==> config.mk <==
export PLATFORM = sky130hd
export DESIGN_NAME = reset_source_manager
export DESIGN_NICKNAME = d
export VERILOG_FILES = /design/src/reset_source_pkg.sv /design/src/reset_source_manager.sv
export SDC_FILE = /design/constraint.sdc
export NUM_CORES = 1
export LEC_CHECK = 0
export ABC_AREA = 1
export ABC_CLOCK_PERIOD_IN_PS = 2000
export BUFFER_PORTS_ARGS = -buffer_cell sky130_fd_sc_hd__clkbuf_2
export CORE_ASPECT_RATIO = 0.75
export CORE_MARGIN = 10
export CORE_UTILIZATION = 47
export CTS_CLUSTER_SIZE = 14
export DETAILED_ROUTE_END_ITERATION = 12
export GPL_TIMING_DRIVEN = 0
export HOLD_SLACK_MARGIN = 0.08
export PLACE_DENSITY = 0.7
export SKIP_LAST_GASP = 1
export SLEW_MARGIN = 10
export SYNTH_ARGS = -nofsm -noshare
export SYNTH_HDL_FRONTEND = slang
export SYNTH_SLANG_ARGS = --single-unit
==> constraint.sdc <==
create_clock -name hclk -period 2 [get_ports hclk]
set_input_delay 0.1 -clock hclk [delete_from_list [all_inputs] [get_ports hclk]]
set_output_delay 0.1 -clock hclk [all_outputs]
set_load 0.01 [all_outputs]
==> src/reset_source_pkg.sv <==
/*
 * Constants for the reset source manager: bus map, field positions,
 * reset values, threshold codes, timing figures and the sequencer states.
 * Assumes a 100 MHz bus clock and a 32 kHz low-speed oscillator rate that
 * is made from that clock by a divider.
 */
`default_nettype none

package reset_source_pkg;

	// clock rates
	localparam int unsigned HCLK_FREQ_HZ  = 100_000_000;
	localparam int unsigned LSOSC_FREQ_HZ = 32_000;
	localparam int unsigned LSOSC_DIV_CYC = HCLK_FREQ_HZ / LSOSC_FREQ_HZ;

	// start-up delays, in microseconds as printed, then in oscillator ticks
	localparam int unsigned STARTUP_LONG_US  = 50_000;
	localparam int unsigned STARTUP_SHORT_US = 16_700;
	localparam int unsigned STARTUP_LONG_TICKS =
		(STARTUP_LONG_US * (LSOSC_FREQ_HZ / 1000) + 999) / 1000;
	localparam int unsigned STARTUP_SHORT_TICKS =
		(STARTUP_SHORT_US * (LSOSC_FREQ_HZ / 1000) + 999) / 1000;

	// low-supply filter time; a longest-ignored time, rounded down
	localparam int unsigned LOW_SUPPLY_MIN_US  = 120;
	localparam int unsigned LOW_SUPPLY_MIN_CYC =
		LOW_SUPPLY_MIN_US * (HCLK_FREQ_HZ / 1_000_000);

	// invalid code reaction: 2 to 3 oscillator periods
	localparam logic [1:0] BAD_CODE_TICKS = 2'h3;

	// counter widths
	localparam int unsigned CNT_W = 16;
	localparam int unsigned DIV_W = 12;

	// register byte offsets
	localparam logic [7:0] THRESH_OFS = 8'h00;
	localparam logic [7:0] FLAGS_OFS  = 8'h04;
	localparam logic [7:0] STATUS_OFS = 8'h08;

	// reset cause flag bit positions
	localparam int unsigned FLAG_BADWDT_BIT = 0;
	localparam int unsigned FLAG_BADTHR_BIT = 1;
	localparam int unsigned FLAG_LOWV_BIT   = 2;
	localparam int unsigned FLAGS_W         = 3;

	// status bit positions
	localparam int unsigned STAT_TIMEOUT_BIT = 0;
	localparam int unsigned STAT_PWRDN_BIT   = 1;

	// threshold codes
	localparam logic [7:0] THR_2V10   = 8'h55;
	localparam logic [7:0] THR_2V55   = 8'h33;
	localparam logic [7:0] THR_3V15   = 8'h99;
	localparam logic [7:0] THR_3V80   = 8'haa;
	localparam logic [7:0] THRESH_POR = 8'h55;

	// sequencer states
	typedef enum logic [1:0] {
		ST_HOLD  = 2'b00,
		ST_DELAY = 2'b01,
		ST_RUN   = 2'b10
	} seq_state_e;

endpackage : reset_source_pkg

`default_nettype wire

==> src/reset_source_manager.sv <==
/*
 * Reset source manager: merges power-on reset, the external reset pin,
 * the low-supply detector and watchdog events into the core reset, with
 * start-up delays timed on the low-speed oscillator tick. AHB-Lite slave.
 * Assumes pin and detector inputs are asynchronous; watchdog and mode
 * inputs come from logic on hclk. hresetn is the power-on reset.
 */
// Added by the designer: the AHB-Lite register port and the register offsets.
// Functional notes
// - power-on presets ports high, start at zero
// - long start-up delay after power or low-voltage
// - pin low holds; delay after release
// - pin reset clears program counter
// - low-voltage monitor on outside power-down, sets flag
// - ignore low supply shorter than minimum
// - four threshold codes are valid
// - bad code: reset, restore, set flag
// - genuine low-voltage reset keeps threshold code
// - threshold code powers up as 0x55
// - monitor disabled in power-down mode
// - low-voltage flag cleared only by writing zero
// - bad-threshold flag cleared only by writing zero
// - upper five flag bits read zero
// - normal watchdog time-out resets, sets time-out
// - short start-up delay after watchdog reset
// - sleeping time-out clears only counter, stack
// - bad watchdog code flag, write-zero clear
// - time-out, power-down flags track reset kind
`timescale 1ns/1ps
`default_nettype none

module reset_source_manager
	import reset_source_pkg::*;
#(
	parameter int unsigned LSOSC_DIV        = LSOSC_DIV_CYC,
	parameter int unsigned LONG_TICKS       = STARTUP_LONG_TICKS,
	parameter int unsigned SHORT_TICKS      = STARTUP_SHORT_TICKS,
	parameter int unsigned LOW_SUPPLY_CYC   = LOW_SUPPLY_MIN_CYC
) (
	input  wire logic        hclk,
	input  wire logic        hresetn,
	input  wire logic        hsel,
	input  wire logic [31:0] haddr,
	input  wire logic [1:0]  htrans,
	input  wire logic        hwrite,
	input  wire logic [2:0]  hsize,
	input  wire logic [31:0] hwdata,
	input  wire logic        hready,
	output var  logic        hreadyout,
	output var  logic        hresp,
	output var  logic [31:0] hrdata,
	input  wire logic        external_reset_pin_n,
	input  wire logic        low_supply_detect,
	input  wire logic        watchdog_timeout,
	input  wire logic        bad_watchdog_code,
	input  wire logic        sleep_mode,
	input  wire logic        idle_mode,
	input  wire logic        powerdown_mode,
	output var  logic        core_reset_n,
	output var  logic        pc_clear,
	output var  logic        sp_clear,
	output var  logic        io_port_preset,
	output var  logic        timeout_status_flag,
	output var  logic        powerdown_status_flag,
	output var  logic [7:0]  threshold_select_code,
	output var  logic        low_voltage_reset_monitor_en
);

	// threshold code check, used by the invalid code checker logic
	function automatic logic code_is_valid(input logic [7:0] c);
		return (c == THR_2V10) || (c == THR_2V55) ||
		       (c == THR_3V15) || (c == THR_3V80);
	endfunction : code_is_valid

	// register offset match
	function automatic logic ofs_hit(input logic [31:0] a,
	                                 input logic [7:0]  ofs);
		return (a[31:8] == 24'h000000) && (a[7:0] == ofs);
	endfunction : ofs_hit

	logic              pin_s1_r;
	logic              pin_s2_r;
	logic              low_s1_r;
	logic              low_s2_r;
	logic [DIV_W-1:0]  div_cnt_r;
	logic              tick;
	logic [CNT_W-1:0]  low_cnt_r;
	logic              lowv_fire;
	logic              lowv_hold;
	logic [1:0]        bad_src;
	logic [1:0]        bad_fire;
	seq_state_e        state_r;
	seq_state_e        state_nxt;
	logic [CNT_W-1:0]  delay_cnt_r;
	logic [CNT_W-1:0]  delay_cnt_nxt;
	logic              sleepy;
	logic              wdt_full;
	logic              wdt_part;
	logic              full_evt;
	logic              hold_req;
	logic              load_delay;
	logic [CNT_W-1:0]  load_val;
	logic [7:0]        thresh_r;
	logic [7:0]        thresh_nxt;
	logic [FLAGS_W-1:0] flags_r;
	logic [FLAGS_W-1:0] flags_nxt;
	logic [FLAGS_W-1:0] flags_set;
	logic              to_nxt;
	logic              pdf_nxt;
	logic              addr_phase;
	logic              wr_pend_r;
	logic              rd_pend_r;
	logic [31:0]       dp_addr_r;
	logic              wr_thr;
	logic              wr_flags;
	logic              wr_stat;
	logic [31:0]       rd_data;

	// two-stage synchronisers for the pin and the supply comparator
	always_ff @(posedge hclk or negedge hresetn) begin
		if (!hresetn) begin
			pin_s1_r <= 1'b1;
			pin_s2_r <= 1'b1;
			low_s1_r <= 1'b0;
			low_s2_r <= 1'b0;
		end else begin
			pin_s1_r <= external_reset_pin_n;
			pin_s2_r <= pin_s1_r;
			low_s1_r <= low_supply_detect;
			low_s2_r <= low_s1_r;
		end
	end

	// low-speed oscillator tick from the bus clock
	assign tick = (div_cnt_r == DIV_W'(LSOSC_DIV - 1));
	always_ff @(posedge hclk or negedge hresetn) begin
		if (!hresetn)
			div_cnt_r <= '0;
		else
			div_cnt_r <= tick ? '0 : div_cnt_r + DIV_W'(1);
	end

	// low-supply filter: fires once the low level outlasts the minimum
	assign lowv_fire = low_s2_r && low_voltage_reset_monitor_en &&
	                   (low_cnt_r == CNT_W'(LOW_SUPPLY_CYC));
	assign lowv_hold = low_s2_r && low_voltage_reset_monitor_en &&
	                   (low_cnt_r > CNT_W'(LOW_SUPPLY_CYC));
	always_ff @(posedge hclk or negedge hresetn) begin
		if (!hresetn)
			low_cnt_r <= '0;
		else if (!(low_s2_r && low_voltage_reset_monitor_en))
			low_cnt_r <= '0;
		else if (!lowv_hold)
			low_cnt_r <= low_cnt_r + CNT_W'(1);
	end

	// invalid control code checkers: 0 threshold, 1 watchdog control
	assign bad_src[0] = !code_is_valid(thresh_r);
	assign bad_src[1] = bad_watchdog_code && (state_r == ST_RUN);
	for (genvar i = 0; i < 2; i++) begin : g_bad
		logic [1:0] tcnt_r;
		assign bad_fire[i] = bad_src[i] && tick &&
		                     (tcnt_r == BAD_CODE_TICKS - 2'h1);
		always_ff @(posedge hclk or negedge hresetn) begin
			if (!hresetn)
				tcnt_r <= '0;
			else if (!bad_src[i])
				tcnt_r <= '0;
			else if (tick && (tcnt_r != BAD_CODE_TICKS))
				tcnt_r <= tcnt_r + 2'h1;
		end
	end

	// event classification
	assign sleepy   = sleep_mode || idle_mode;
	assign wdt_full = watchdog_timeout && !sleepy;
	assign wdt_part = watchdog_timeout && sleepy;
	assign full_evt = lowv_fire || bad_fire[0] || bad_fire[1] || wdt_full;
	assign hold_req = !pin_s2_r || lowv_hold;

	// start-up delay reload; only a lone watchdog event takes the short one
	assign load_delay = (full_evt && !hold_req) ||
	                    ((state_r == ST_HOLD) && !hold_req);
	assign load_val = (wdt_full && !lowv_fire && !bad_fire[0] &&
	                   !bad_fire[1] && (state_r != ST_HOLD)) ?
	                  CNT_W'(SHORT_TICKS) : CNT_W'(LONG_TICKS);

	// sequencer next state
	always_comb begin
		state_nxt     = state_r;
		delay_cnt_nxt = delay_cnt_r;
		if (hold_req) begin
			state_nxt = ST_HOLD;
		end else if (load_delay) begin
			state_nxt     = ST_DELAY;
			delay_cnt_nxt = load_val;
		end else begin
			case (state_r)
				ST_DELAY: begin
					if (delay_cnt_r == '0)
						state_nxt = ST_RUN;
					else if (tick)
						delay_cnt_nxt = delay_cnt_r - CNT_W'(1);
				end
				ST_RUN:   state_nxt = ST_RUN;
				default:  state_nxt = ST_DELAY;
			endcase
		end
	end

	// sequencer registers and reset outputs
	always_ff @(posedge hclk or negedge hresetn) begin
		if (!hresetn) begin
			state_r        <= ST_DELAY;
			delay_cnt_r    <= CNT_W'(LONG_TICKS);
			core_reset_n   <= 1'b0;
			pc_clear       <= 1'b1;
			sp_clear       <= 1'b1;
			io_port_preset <= 1'b1;
		end else begin
			state_r        <= state_nxt;
			delay_cnt_r    <= delay_cnt_nxt;
			core_reset_n   <= (state_nxt == ST_RUN);
			pc_clear       <= (state_nxt != ST_RUN) || wdt_part;
			sp_clear       <= (state_nxt != ST_RUN) || wdt_part;
			io_port_preset <= (state_nxt != ST_RUN);
		end
	end

	// monitor enable follows power-down mode
	always_ff @(posedge hclk or negedge hresetn) begin
		if (!hresetn)
			low_voltage_reset_monitor_en <= 1'b1;
		else
			low_voltage_reset_monitor_en <= !powerdown_mode;
	end

	// bus address phase capture; reads take one wait state
	assign addr_phase = hsel && htrans[1] && hready;
	always_ff @(posedge hclk or negedge hresetn) begin
		if (!hresetn) begin
			wr_pend_r <= 1'b0;
			rd_pend_r <= 1'b0;
			dp_addr_r <= '0;
		end else begin
			wr_pend_r <= addr_phase && hwrite;
			rd_pend_r <= addr_phase && !hwrite;
			if (addr_phase)
				dp_addr_r <= haddr;
		end
	end

	// write decode and read mux
	assign wr_thr   = wr_pend_r && ofs_hit(dp_addr_r, THRESH_OFS);
	assign wr_flags = wr_pend_r && ofs_hit(dp_addr_r, FLAGS_OFS);
	assign wr_stat  = wr_pend_r && ofs_hit(dp_addr_r, STATUS_OFS);
	assign rd_data  =
		ofs_hit(dp_addr_r, THRESH_OFS) ? {24'h000000, thresh_r} :
		ofs_hit(dp_addr_r, FLAGS_OFS)  ? {29'h00000000, flags_r} :
		ofs_hit(dp_addr_r, STATUS_OFS) ?
			{30'h00000000, powerdown_status_flag, timeout_status_flag} :
			32'h00000000;

	// bus response
	always_ff @(posedge hclk or negedge hresetn) begin
		if (!hresetn) begin
			hreadyout <= 1'b1;
			hresp     <= 1'b0;
			hrdata    <= '0;
		end else begin
			hreadyout <= !(addr_phase && !hwrite);
			hresp     <= 1'b0;
			if (rd_pend_r)
				hrdata <= rd_data;
		end
	end

	// threshold code: restore beats a write, a real low-voltage keeps it
	assign thresh_nxt = bad_fire[0] ? THRESH_POR :
	                    wr_thr ? hwdata[7:0] : thresh_r;

	// cause flags: hardware set wins, software can only clear
	assign flags_set[FLAG_LOWV_BIT]   = lowv_fire;
	assign flags_set[FLAG_BADTHR_BIT] = bad_fire[0];
	assign flags_set[FLAG_BADWDT_BIT] = bad_fire[1];
	assign flags_nxt = flags_set |
	                   (wr_flags ? (flags_r & hwdata[FLAGS_W-1:0]) : flags_r);

	// time-out and power-down status, same set-wins clearing
	assign to_nxt  = watchdog_timeout || (timeout_status_flag &&
	                 !(wr_stat && !hwdata[STAT_TIMEOUT_BIT]));
	assign pdf_nxt = wdt_part || (powerdown_status_flag &&
	                 !(wr_stat && !hwdata[STAT_PWRDN_BIT]));

	// software-visible registers
	always_ff @(posedge hclk or negedge hresetn) begin
		if (!hresetn) begin
			thresh_r              <= THRESH_POR;
			threshold_select_code <= THRESH_POR;
			flags_r               <= '0;
			timeout_status_flag   <= 1'b0;
			powerdown_status_flag <= 1'b0;
		end else begin
			thresh_r              <= thresh_nxt;
			threshold_select_code <= thresh_nxt;
			flags_r               <= flags_nxt;
			timeout_status_flag   <= to_nxt;
			powerdown_status_flag <= pdf_nxt;
		end
	end
endmodule : reset_source_manager

`default_nettype wire

### Word-level counts from Yosys, hierarchy flattened

Cells that the tools add are included.

* add/sub/neg operators: 5
* $lt $le $gt $ge: 1
* eq/ne operators: 19
* mux-type cells: 22
* bitwise logic cells: 3
* reductions and logical operators: 68

Operators with widths (number)
* 16-bit two-way mux: 6
* 1-bit logical AND: 32
* 24-bit zero test: 1
* 8-bit two-way mux: 3
* 16-bit by 1-bit adder with 16-bit output (second input constant): 1
* 16-bit by 14-bit == test with 1-bit output (second input constant): 1
* 8-bit == test (second input constant): 2
* 16-bit by 14-bit greater-than comparator with 1-bit output (second input constant): 1
* 16-bit zero test: 1
* 2-bit two-way mux: 8
* 16-bit by 1-bit subtractor with 16-bit output (second input constant): 1
* 1-bit zero test: 14
* 12-bit by 1-bit adder with 12-bit output (second input constant): 1
* 12-bit == test (second input constant): 1
* 1-bit logical OR: 12
* 12-bit two-way mux: 1
* 11-bit two-way mux: 1
* 2-bit != test (second input constant): 5
* 2-bit nonzero test: 5
* 2-bit == test (second input constant): 4
* 8-bit by 3-bit == test with 1-bit output (second input constant): 1
* 8-bit by 4-bit == test with 1-bit output (second input constant): 1
* 8-bit by 6-bit == test with 1-bit output (second input constant): 1
* 8-bit by 7-bit == test with 1-bit output (second input constant): 1
* 11 further kinds: 13

* flip-flop bits (word level): 138
* input bits: 81
* output and inout port bits: 49
* logic and storage cells: 141

### Longest topological paths before layout

Gate-level depths: netlist of the first run.

* depth after elaboration: 16
* gate-level depth with buffers: 15
* gate-level depth less buffers: 14

### Worst setup path after synthesis of the first run

No wires, ideal clock.

* path type: register -> register
* start: register delay_cnt_r[0]
* end: register sp_clear
* setup time: 82 ps
* arrival time: 1714 ps
* data required time: 1918 ps
* path slack: 204 ps
* stages on the path, launching flop included: 13
* buffers on the path: 0
* clock period less this slack: 1796 ps
* cell sequence: dfrtp_1 > inv_1 > ha_1 > inv_2 > or2_2 > nor2_2 > nand3_1 > a21oi_1 > nand2_1 > nor2_1 > nand2_1 > nor2_1 > nand2_1

* cells in the longest elaborated chain, start to end: 7

Ends and longest elaborated chain
* start: declaration: line reset_source_manager.sv:94 `logic [CNT_W-1:0] delay_cnt_r;`
* start signal: assignment: line reset_source_manager.sv:215 `delay_cnt_r <= CNT_W'(LONG_TICKS);`
* start signal: assignment: line reset_source_manager.sv:222 `delay_cnt_r <= delay_cnt_nxt;`
* 16-bit zero test: line reset_source_manager.sv:200 `if (delay_cnt_r == '0)`
* 2-bit two-way mux: line reset_source_manager.sv:200
* 2-bit case mux with 2 select lines: line reset_source_manager.sv:198 `case (state_r)`
* 2-bit two-way mux: line reset_source_manager.sv:194 `end else if (load_delay) begin`
* 2-bit two-way mux: line reset_source_manager.sv:192 `if (hold_req) begin`
* 2-bit != test: line reset_source_manager.sv:225 `sp_clear <= (state_nxt != ST_RUN) || wdt_part;`
* 1-bit logical OR: line reset_source_manager.sv:225
* end signal: assignment: line reset_source_manager.sv:225
* end: declaration: line reset_source_manager.sv:61 `output var logic sp_clear,`

Every way passes these cells.
A chain may end at the register's enable or synchronous reset.

### Worst setup path after layout of the first run

* start: register low_cnt_r[0]
* end: register delay_cnt_r[5]

* cells in the longest elaborated chain, start to end: 9
* elaborated cells on any way between the ends: 18
* those cells by class: order compare (1); eq/ne (2); mux (1); bitwise (1); reduce/logical (13)

Ends and longest elaborated chain
* start: declaration: line reset_source_manager.sv:87 `logic [CNT_W-1:0] low_cnt_r;`
* start signal: assignment: line reset_source_manager.sv:154 `low_cnt_r <= low_cnt_r + CNT_W'(1);`
* parallel branches: the longest is 9 deep, another holds 16-bit by 14-bit greater-than comparator with 1-bit output

Parallel ways; which one is timed is not known.

==> summary.txt, run 1 <==
Finish
  • Commonest non-fill, non-tap cell in the layout: nand2_1
  • Most frequent cells in the layout: 132 x nand2_1, 100 x dfrtp_1, 94 x nor2_1, 75 x clkbuf_2, 63 x inv_1
  • Layout cells sized above 1: 0.327
  • Nets: 998
  • Antenna diodes: 0
  • Final Non-Filler Cells: 1084
  • Area growth, synth to finish: 37.3%

Worst setup path
  • Reg2reg setup slack: 0.05 ns
  • Worst reg2reg path endpoint: delay_cnt_r[5]$_DFFE_PN0P_
  • Worst r2r path cells: 12
  • Crit path from: low_cnt_r[0]$_DFFE_PN0P_
  • CP bufs+invs: 3
  • Peak fanout along the critical path: 8
  • CP delay by family, top: simple AND/OR/NAND/NOR gates
  • Critical Path Max Stage Delay: 0.39 ns
  • CP max stage cell: dfrtp_1
  • CP Launch Type: flip-flop
  • Critical Path AT: 2.27 ns
  • RR Startpoint: low_cnt_r[0]$_DFFE_PN0P_
  • Worst path cell trace: inv_2 > ha_4 > nand3_2 > nor2_4 > nand4_1 > nand4_4 > nand2_8 > nand2_8 > clkinv_8 > clkbuf_16 > nand2_2 > nand2_1
  • WP data required: 2.31 ns
  • Setup crit end kind: flip-flop
  • Most common cell on crit path: nand2_8
  • Total number of cells along the worst setup path: 12
  • Setup crit end: delay_cnt_r[5]$_DFFE_PN0P_
  • WS Path Type: flip-flop to flip-flop

Synth
  • Yosys Warn Count: 0
  • Synthesized flop and latch total: 114
  • Synthesized area: 6050 um2
  • Post-synth ARST share: 1.00
  • Post-synth EDFFs: 0
  • Synth Flop Type: dfrtp_1
  • Leading area contributor after synthesis: dfrtp_1
  • Mean Syn Cell Area: 8.55 um2
  • Mapped Cells: 708
  • Top cell type's share of synthesized area: 0.413
  • Sequential share of the synthesized area: 0.474
  • Largest cells by area after synthesis: dfrtp_1 41%, nand2_1 9.2%, nor2_1 6.3%, dfstp_2 6.1%, mux2_2 5.6%
  • Synth unique cells: 42

CTS
  • Reg clk slew, reported paths: 0.06 ns
  • H-tree Lvls: 4
  • Worst skew pair latency: 0.42 ns
  • CTS tree: built
  • Clock Path Buffers: 2
  • Clock sink total: 114
  • Clock Tree Root: clkbuf_16
  • Num CTS Buffers: 17

Place
  • PortBufs: 76
  • Number of cells after detailed placement: 975
  • Worst slack, placed: -0.235 ns
  • Routability cong.: 0.899
  • Final HPWL DP: 10700 um

Detailed routing
  • DR vias/cell: 5.02
  • Remaining DRCs: 0
  • Post-route ant nets: 0
  • WL per Instance: 15.0 um
  • DRT Pass-1 Iters: 5
  • Final WL: 16300 um
  • Iteration-0 DRC Markers: 247
  • Vias: 5445

Floorplan
  • Rows: 35
  • Initial Util: 0.487
  • Core Region: 12400 um2
  • I/O Pins: 130
  • Die area: 17900 um2
  • Die Span Y: 118 um
  • Die Wd: 151 um

Global route
  • Number of antenna violations at the first check in global routing: 0
  • Total grt overflow: 0
  • First-pass GRT wire length: 26300 um
  • Largest net degree at the start of global routing: 93
  • Vias in the first global route: 5465
  • Total GRT Usage: 0.178

STA
  • RSZ-0062 raised after global routing: true
  • Worst-Margin Slew: 0.527 ns
  • Relative slew slack: 0.646
  • F_max: 512 MHz
  • Final setup violation count: 0
  • Setup slack after layout: 0.0463 ns
  • Minimum clock period: 1.95 ns
  • Skew final: 0.0130 ns
  • Slew Limit Fails: 0
  • Final Cycle Share: 0.977
  • Hold Vio Cnt, Final: 0

Worst hold path
  • Hold Path Class: input pin to async pin

Pwr
  • Power Density: 875 nW/um2
  • VDD IR max: 0.718 mV
  • Leak pwr: 4.06 nW

Outcome
  • Status: completed

Job
  • Max-cap violation count: 0
logic make-up after synthesis:
kind of cell / after synthesis / share of synthesized area
fa+ha+maj: 12 / 0.0248
xor+xnor: 15 / 0.0217
compound gates: 66 / 0.0616
buf+inv: 118 / 0.0959
mux: 30 / 0.0558
flops: 114 / 0.474
other cells: 1 / 0.000620
simple gates: 352 / 0.265
cell type report:
cell class | count | area [um2]
buffer | 34 | 256
clock buffer | 17 | 425
clock inverter | 15 | 163
fill | 972 | 4130
inverter | 84 | 338
multi-input combinational | 500 | 2900
sequential | 114 | 2870
tap | 166 | 208
timing repair buffer | 154 | 1150
report_power, final:
group / total, W / switching [W] / internal, W
sequential: 0.00283 / 0.000252 / 0.00257
combinational: 0.00142 / 0.000718 / 0.000699
clock: 0.00303 / 0.00125 / 0.00177
worst min path at each step:
stage	start	end	slack (ns)
after floorplan	hresetn	core_reset_n$_DFF_PN0_	-0.20
after global placement	external_reset_pin_n	pin_s1_r$_DFF_PN1_	0.19
after detailed placement	hresetn	low_cnt_r[9]$_DFFE_PN0P_	-0.01
after CTS	hresetn	low_cnt_r[9]$_DFFE_PN0P_	0.13
after global routing	hresetn	low_cnt_r[11]$_DFFE_PN0P_	0.18
final	hresetn	low_cnt_r[9]$_DFFE_PN0P_	0.14
flip-flops by register name, summed over array words and instances, names as in the netlist, 2 cells and up:
signal / flops
div_cnt_r: 12
state_r: 2
delay_cnt_r: 16
low_cnt_r: 16
hrdata: 8
flags_r: 3
dp_addr_r: 32
thresh_r: 8
g_bad.tcnt_r: 4
cells in the mapped netlist (2+ instances only):
library cell,instances
nand2_4,2
inv_1,72
o22a_1,4
buf_4,27
nand3_2,2
nand3b_1,7
or2_2,2
nand2_2,15
a31oi_1,3
nand4_1,6
nor3_1,19
a21oi_1,20
o21ai_0,29
dfstp_2,14
dfrtp_1,100
nand2_1,148
nor4_1,7
nand2_8,2
nor2_1,102
o31ai_1,6
xnor2_1,5
mux2_2,30
ha_1,12
nand3_1,31
inv_2,9
nor2_2,5
clkbuf_1,5
xor2_1,10
metal layers:
layer,vias up,GRT usage,wire (um)
met2,151,0.295,8260
li1,2627,-,-
met1,2643,0.217,6790
met3,24,0.0530,1020
met4,0,0.0594,225
met5,-,0,0
worst reg2reg max path, delay by kind of cell, from the launching register on:
kind,cells,cell delay [ns]
flip-flops,1,0.39
adder cells (fa/ha/maj),1,0.14
AND/OR/NAND/NOR,8,0.98
buffers and inverters,3,0.34
through the flow:
| stage | cell area, um2 | setup TNS [ns] | util | power (W) | hold WS [ns] |
|---|---|---|---|---|---|
| final | 8310 | 0 | 0.668 | 0.00727 | 0.145 |
| after global routing | 8310 | -0.857 | 0.668 | 0.00760 | 0.177 |
| after CTS | 7920 | 0 | 0.637 | 0.00713 | 0.128 |
| after detailed placement | 6770 | -2.51 | 0.544 | 0.00397 | -0.0107 |
| after global placement | 6730 | -77.74 | 0.541 | 0.00392 | 0.191 |
| after floorplan | 6140 | 0 | - | 0.00366 | -0.196 |
timing repair:
action,4_1_cts,5_1_grt
setup endpoints to repair,19,45
resized for setup,11,57
setup buffers,5,22
gates cloned,0,1
hold buffers,49,0
pin swaps,5,31
endpoints found under the hold margin,157,0
No activity file was read; power rests on OpenSTA's default activity.
==> run 2: changes to the inputs <==
--- a/config.mk
+++ b/config.mk
@@ -7,7 +7,7 @@
 export LEC_CHECK = 0
 export ABC_AREA = 1
 export ABC_CLOCK_PERIOD_IN_PS = 2000
-export BUFFER_PORTS_ARGS = -buffer_cell sky130_fd_sc_hd__clkbuf_2
+export BUFFER_PORTS_ARGS = -buffer_cell sky130_fd_sc_hd__buf_2
 export CORE_ASPECT_RATIO = 0.75
 export CORE_MARGIN = 10
 export CORE_UTILIZATION = 47
==> run 2 against run 1 <==
Die area unchanged. Maximum frequency down 0.93%. Combinational power shrank 6%. First-iteration DRC count increased by 43%. Non-clock buffer count decreased by 1.
==> summary.txt, run 2 (synthesis results as in run 1) <==
Outcome
  • Status: completed

Worst setup path
  • Setup crit end kind: flip-flop
  • Critical Path AT: 2.28 ns (about the same)
  • Peak fanout along the critical path: 7 (-1)
  • WS Path Type: flip-flop to flip-flop
  • CP Launch Type: flip-flop
  • WP data required: 2.31 ns (about the same)

CTS
  • Clock Tree Root: clkbuf_16
  • Num CTS Buffers: 17 (unchanged)
  • Clock Path Buffers: 2 (unchanged)
  • Reg clk slew, reported paths: 0.05 ns (about the same)
  • Clock sink total: 114 (unchanged)
  • Worst skew pair latency: 0.42 ns (about the same)
  • H-tree Lvls: 4 (unchanged)
  • CTS tree: built

STA
  • Final setup violation count: 0 (unchanged)
  • RSZ-0062 raised after global routing: true
  • Minimum hold slack: 0.109 ns (-0.0354 ns)
  • Final Cycle Share: 0.986 (+0.00918)
  • Worst-Margin Slew: 0.542 ns (+0.0153 ns)
  • Relative slew slack: 0.636 (-0.0103)
  • Slew Limit Fails: 0 (unchanged)
  • Hold Vio Cnt, Final: 0 (unchanged)
  • F_max: 507 MHz (-0.93%)
  • Skew final: 0.0103 ns (-0.00274 ns)
  • Minimum clock period: 1.97 ns (+0.0184 ns)

Global route
  • Number of antenna violations at the first check in global routing: 0 (unchanged)
  • Largest net degree at the start of global routing: 93 (unchanged)
  • Total GRT Usage: 0.179 (+0.000470)
  • Total grt overflow: 0 (unchanged)
  • Vias in the first global route: 5487 (+0.40%)
  • First-pass GRT wire length: 26200 um (-0.37%)

Pwr
  • Power Density: 874 nW/um2 (about the same)
  • VDD IR max: 0.599 mV (-17%)
  • Leak pwr: 4.02 nW (-0.84%)
  • Total chip power: 0.00721 W (-0.86%)

Job
  • Max-cap violation count: 0 (unchanged)

Finish
  • Top flop regs: dp_addr_r x32, delay_cnt_r x16, low_cnt_r x16
  • Biggest register: dp_addr_r
  • Area growth, synth to finish: 36.2%
  • Commonest non-fill, non-tap cell in the layout: nand2_1
  • Post-Layout Inst Area: 8240 um2 (-0.80%)
  • Most frequent cells in the layout: 139 x nand2_1, 100 x dfrtp_1, 92 x nor2_1, 75 x buf_2, 67 x inv_1
  • Antenna diodes: 0 (unchanged)
  • Layout cells sized above 1: 0.312 (-0.0149)
  • Nets: 997 (-0.10%)
  • Max FFs per register: 32 (unchanged)

Floorplan
  • Die area: 17900 um2 (unchanged)
  • Rows: 35 (unchanged)
  • Initial Util: 0.487 (unchanged)
  • Die Span Y: 118 um (unchanged)
  • Die Wd: 151 um (unchanged)
  • Core Region: 12400 um2 (unchanged)
  • I/O Pins: 130 (unchanged)

Worst hold path
  • Hold Path Class: input pin to async pin

Place
  • PortBufs: 76 (unchanged)
  • Placed cell areas: 6760 um2 (about the same)
  • Routability cong.: 0.899 (unchanged)
  • Final HPWL DP: 10600 um (-1.0%)

Detailed routing
  • DR vias/cell: 4.98 (-0.90%)
  • WL per Instance: 14.5 um (-3.6%)
  • Final WL: 15700 um (-3.7%)
  • Remaining DRCs: 0 (unchanged)
  • DRT Pass-1 Iters: 5 (unchanged)
  • Iteration-0 DRC Markers: 352 (+43%)
  • Post-route ant nets: 0 (unchanged)
  • Vias: 5391 (-0.99%)
run 2: cell count changes in the layout (fill, tap and decap cells not counted), moves of 4 or more:
cell | before | now
clkbuf_2 | 75 | 1
inv_8 | 6 | 1
inv_1 | 63 | 67
buf_2 | 0 | 75
nand2_2 | 26 | 22
nand2_1 | 132 | 139
run 2: stage by stage:
stage,TNS [ns],utilization,std cells,setup slack (ns)
after floorplan,0,-,732,0.204
after global placement,-47.33,0.541,974,-0.474
after detailed placement,-2.46,0.544,975,-0.281
after CTS,0,0.636,1059,0.000459
after global routing,-1.36,0.663,1083,-0.110
final,0,0.663,1083,0.0279
run 2: critical path: stages (launching register included):
cell and delay [ns]:
dfrtp_1 0.39, inv_2 0.11, ha_4 0.16, nand3_4 0.08
nor2_4 0.12, nand3_2 0.14, nand3_4 0.14, nand2_4 0.08
inv_6 0.10, nand2_8 0.08, nand2_8 0.11, clkinv_8 0.08
clkbuf_16 0.16, nand2_2 0.06, nand2_2 0.04
run 2: cell type report:
cell class                 instances  area, um2
clock buffer                      17        425
clock inverter                    15        168
fill                             981       4190
sequential                       114       2870
inverter                          84        333
timing repair buffer             153       1130
tap                              166        208
multi-input combinational        500       2850
buffer                            34        262
run 2: timing repair:
item / in CTS / in global routing
gates resized for setup: 13 / 37
endpoints found under the hold margin: 157 / 0
endpoints found under the setup margin: 19 / 44
hold buffers: 49 / 0
buffers inserted: 3 / 23
pin swaps: 6 / 14
gates cloned: 0 / 1
run 2: power breakdown:
part / switching, W / leakage (nW) / internal (W)
registers: 0.000246 / 1.40 / 0.00258
logic: 0.000681 / 2.33 / 0.000660
clock network: 0.00118 / 0.291 / 0.00186
run 2: worst paths after layout:
check,from,to,slack [ns],cells past startpoint
setup / recovery,low_cnt_r[1]$_DFFE_PN0P_,delay_cnt_r[12]$_DFFE_PN0P_,0.03,14
hold / removal,hresetn,low_cnt_r[9]$_DFFE_PN0P_,0.11,2
setup reg to reg,low_cnt_r[1]$_DFFE_PN0P_,delay_cnt_r[12]$_DFFE_PN0P_,0.03,14
hold reg to reg,low_s1_r$_DFF_PN0_,low_s2_r$_DFF_PN0_,0.35,0
max in group asynchronous,hresetn,delay_cnt_r[10]$_DFFE_PN1P_,1.15,3
min in group hclk,powerdown_mode,low_voltage_reset_monitor_en$_DFF_PN1_,0.31,3
run 2: layer usage:
layer  global-route usage  vias to the layer above  routed length (um)
met4               0.0696                        0                 261
met3               0.0492                       27                 873
met2                0.293                      141                7810
li1                     -                     2640                   -
met1                0.218                     2583                6750
met5                    0                        -                   0
==> run 3: changes to the inputs <==
--- a/config.mk
+++ b/config.mk
@@ -8,14 +8,16 @@
 export ABC_AREA = 1
 export ABC_CLOCK_PERIOD_IN_PS = 2000
 export BUFFER_PORTS_ARGS = -buffer_cell sky130_fd_sc_hd__buf_2
+export CELL_PAD_IN_SITES_DETAIL_PLACEMENT = 1
+export CELL_PAD_IN_SITES_GLOBAL_PLACEMENT = 2
 export CORE_ASPECT_RATIO = 0.75
 export CORE_MARGIN = 10
-export CORE_UTILIZATION = 47
+export CORE_UTILIZATION = 32
 export CTS_CLUSTER_SIZE = 14
 export DETAILED_ROUTE_END_ITERATION = 12
 export GPL_TIMING_DRIVEN = 0
 export HOLD_SLACK_MARGIN = 0.08
-export PLACE_DENSITY = 0.7
+export PLACE_DENSITY_LB_ADDON = 0.1
 export SKIP_LAST_GASP = 1
 export SLEW_MARGIN = 10
 export SYNTH_ARGS = -nofsm -noshare
==> run 3 against run 2 <==
Critical path depth fell by 1. Critical path type unchanged. Global-route usage fell by 3.3 points. Via count fell by 1.8%. Final area rose by 0.49%.
==> summary.txt, run 3 (synthesis results as in run 1) <==
Worst setup path
  • Critical Path AT: 2.23 ns (-0.05 ns)
  • Setup crit end kind: flip-flop
  • Peak fanout along the critical path: 4 (-3)
  • Setup crit end: delay_cnt_r[10]$_DFFE_PN1P_
  • Reg2reg setup slack: 0.12 ns (+0.09 ns)
  • CP Launch Type: flip-flop
  • WP data required: 2.35 ns (+0.04 ns)
  • Worst reg2reg path endpoint: delay_cnt_r[10]$_DFFE_PN1P_
  • Worst r2r path cells: 13 (-1)
  • CP max stage cell: dfrtp_1
  • Critical Path Max Stage Delay: 0.39 ns (about the same)
  • Most common cell on crit path: nand2_1
  • WS Path Type: flip-flop to flip-flop
  • Worst path cell trace: inv_2 > ha_4 > nand3_1 > nor2_2 > nand3_2 > nand3_4 > nand2_4 > inv_8 > buf_4 > o21ai_0 > nand2_1 > nand2_1 > nand2_1
  • Crit path from: low_cnt_r[1]$_DFFE_PN0P_
  • RR Startpoint: low_cnt_r[1]$_DFFE_PN0P_

Place
  • PortBufs: 76 (unchanged)
  • Placed cell areas: 6870 um2 (+1.5%)
  • Final HPWL DP: 13100 um (+23%)
  • Routability cong.: 0.810 (-10%)
  • Worst slack, placed: -0.357 ns (-0.0764 ns)
  • Number of cells after detailed placement: 1056 (+8.3%)

STA
  • F_max: 532 MHz (+4.9%)
  • Minimum hold slack: 0.224 ns (+0.115 ns)
  • Final Cycle Share: 0.940 (-0.0463)
  • Worst-Margin Slew: 0.607 ns (+0.0646 ns)
  • Skew final: 0.0164 ns (+0.00613 ns)
  • Final setup violation count: 0 (unchanged)
  • Relative slew slack: 0.592 (-0.0434)
  • Minimum clock period: 1.88 ns (-0.0927 ns)
  • Setup slack after layout: 0.121 ns (+0.0927 ns)
  • Slew Limit Fails: 0 (unchanged)
  • Hold Vio Cnt, Final: 0 (unchanged)

Global route
  • First-pass GRT wire length: 29100 um (+11%)
  • Total grt overflow: 0 (unchanged)
  • Vias in the first global route: 5748 (+4.8%)
  • Largest net degree at the start of global routing: 61 (-34%)
  • Total GRT Usage: 0.145 (-0.0334)
  • Number of antenna violations at the first check in global routing: 1 (+1)

Floorplan
  • I/O Pins: 130 (unchanged)
  • Core Region: 18500 um2 (+49%)
  • Die Span Y: 139 um (+18%)
  • Initial Util: 0.327 (-0.160)
  • Rows: 43 (+23%)
  • Die Wd: 179 um (+18%)
  • Die area: 24900 um2 (+39%)

Detailed routing
  • DRT Pass-1 Iters: 4 (-1)
  • Iteration-0 DRC Markers: 179 (-49%)
  • Final WL: 17600 um (+12%)
  • DR vias/cell: 4.56 (-8.3%)
  • Post-route ant nets: 0 (unchanged)
  • Remaining DRCs: 0 (unchanged)
  • WL per Instance: 15.2 um (+4.6%)
  • Vias: 5295 (-1.8%)

Worst hold path
  • Hold Path Class: input pin to async pin

CTS
  • Reg clk slew, reported paths: 0.06 ns (about the same)
  • Clock Tree Root: clkbuf_16
  • Num CTS Buffers: 17 (unchanged)
  • H-tree Lvls: 4 (unchanged)
  • Worst skew pair latency: 0.42 ns (about the same)
  • Clock sink total: 114 (unchanged)
  • CTS tree: built
  • Clock Path Buffers: 2 (unchanged)

Pwr
  • Leak pwr: 3.96 nW (-1.4%)
  • VDD IR max: 0.505 mV (-16%)
  • Power Density: 875 nW/um2 (about the same)

Finish
  • Most frequent cells in the layout: 141 x nand2_1, 99 x dfrtp_1, 90 x nor2_1, 75 x buf_2, 66 x inv_1
  • Biggest register: dp_addr_r
  • Area growth, synth to finish: 36.9%
  • Layout Utilization: 0.448 (-0.215)
  • Commonest non-fill, non-tap cell in the layout: nand2_1
  • Top flop regs: dp_addr_r x32, delay_cnt_r x16, low_cnt_r x16
  • Post-Layout Inst Area: 8280 um2 (+0.49%)
  • Final Non-Filler Cells: 1160 (+7.1%)
  • Nets: 992 (-0.50%)
  • Max FFs per register: 32 (unchanged)
  • Layout cells sized above 1: 0.311 (-0.000483)

Job
  • Max-cap violation count: 0 (unchanged)

Outcome
  • Status: completed
run 3: metrics by stage:
step | power [W] | setup TNS (ns)
2_1_floorplan | 0.00366 | 0
3_5_place_dp | 0.00402 | -5.93
3_3_place_gp | 0.00397 | -69.72
6_report | 0.00725 | 0
4_1_cts | 0.00730 | 0
5_1_grt | 0.00769 | -0.00691
run 3: final cells by class:
cell class,count,area (um2)
fillers,2203,10200
flip-flops and latches,114,2870
multi-input cells,500,2850
repair buffers,149,1080
clock buffers,17,425
inverters,84,330
well taps,247,309
plain buffers,33,240
clock inverters,15,171
diodes,1,2.50
run 3: repair_timing:
action | in CTS | in global routing
buffers inserted | 12 | 11
hold buffers | 49 | 0
setup endpoints to repair | 33 | 38
gates resized for setup | 22 | 34
pin swaps | 9 | 10
endpoints found under the hold margin | 107 | 0
run 3: worst min path at each step:
stage	startpoint	to	cells past startpoint
3_3_place_gp	external_reset_pin_n	pin_s1_r$_DFF_PN1_	1
4_1_cts	hresetn	dp_addr_r[9]$_DFFE_PN0P_	2
2_1_floorplan	hresetn	core_reset_n$_DFF_PN0_	0
6_report	hresetn	dp_addr_r[9]$_DFFE_PN0P_	2
3_5_place_dp	hresetn	dp_addr_r[9]$_DFFE_PN0P_	1
5_1_grt	hresetn	dp_addr_r[9]$_DFFE_PN0P_	2
run 3: where the power goes:
| part | internal [W] | total, W | switching [W] |
|---|---|---|---|
| Clock | 0.00187 | 0.00307 | 0.00121 |
| Combinational | 0.000653 | 0.00136 | 0.000707 |
| Sequential | 0.00258 | 0.00282 | 0.000241 |
run 3: routing by layer:
layer / up-vias / GRT usage / routed length, um
li1: 2606 / - / -
met1: 2606 / 0.187 / 8240
met2: 70 / 0.232 / 8450
met3: 13 / 0.0386 / 677
met4: 0 / 0.0460 / 227
met5: - / 0 / 0
run 3: worst max-delay path: cells and delay by family (launching register included):
kind	cells	cell delay [ns]
AND/OR/NAND/NOR	8	0.82
flip-flops	1	0.39
buffers and inverters	3	0.30
AO/OA/AOI/OAI	1	0.16
adder cells (fa/ha/maj)	1	0.13
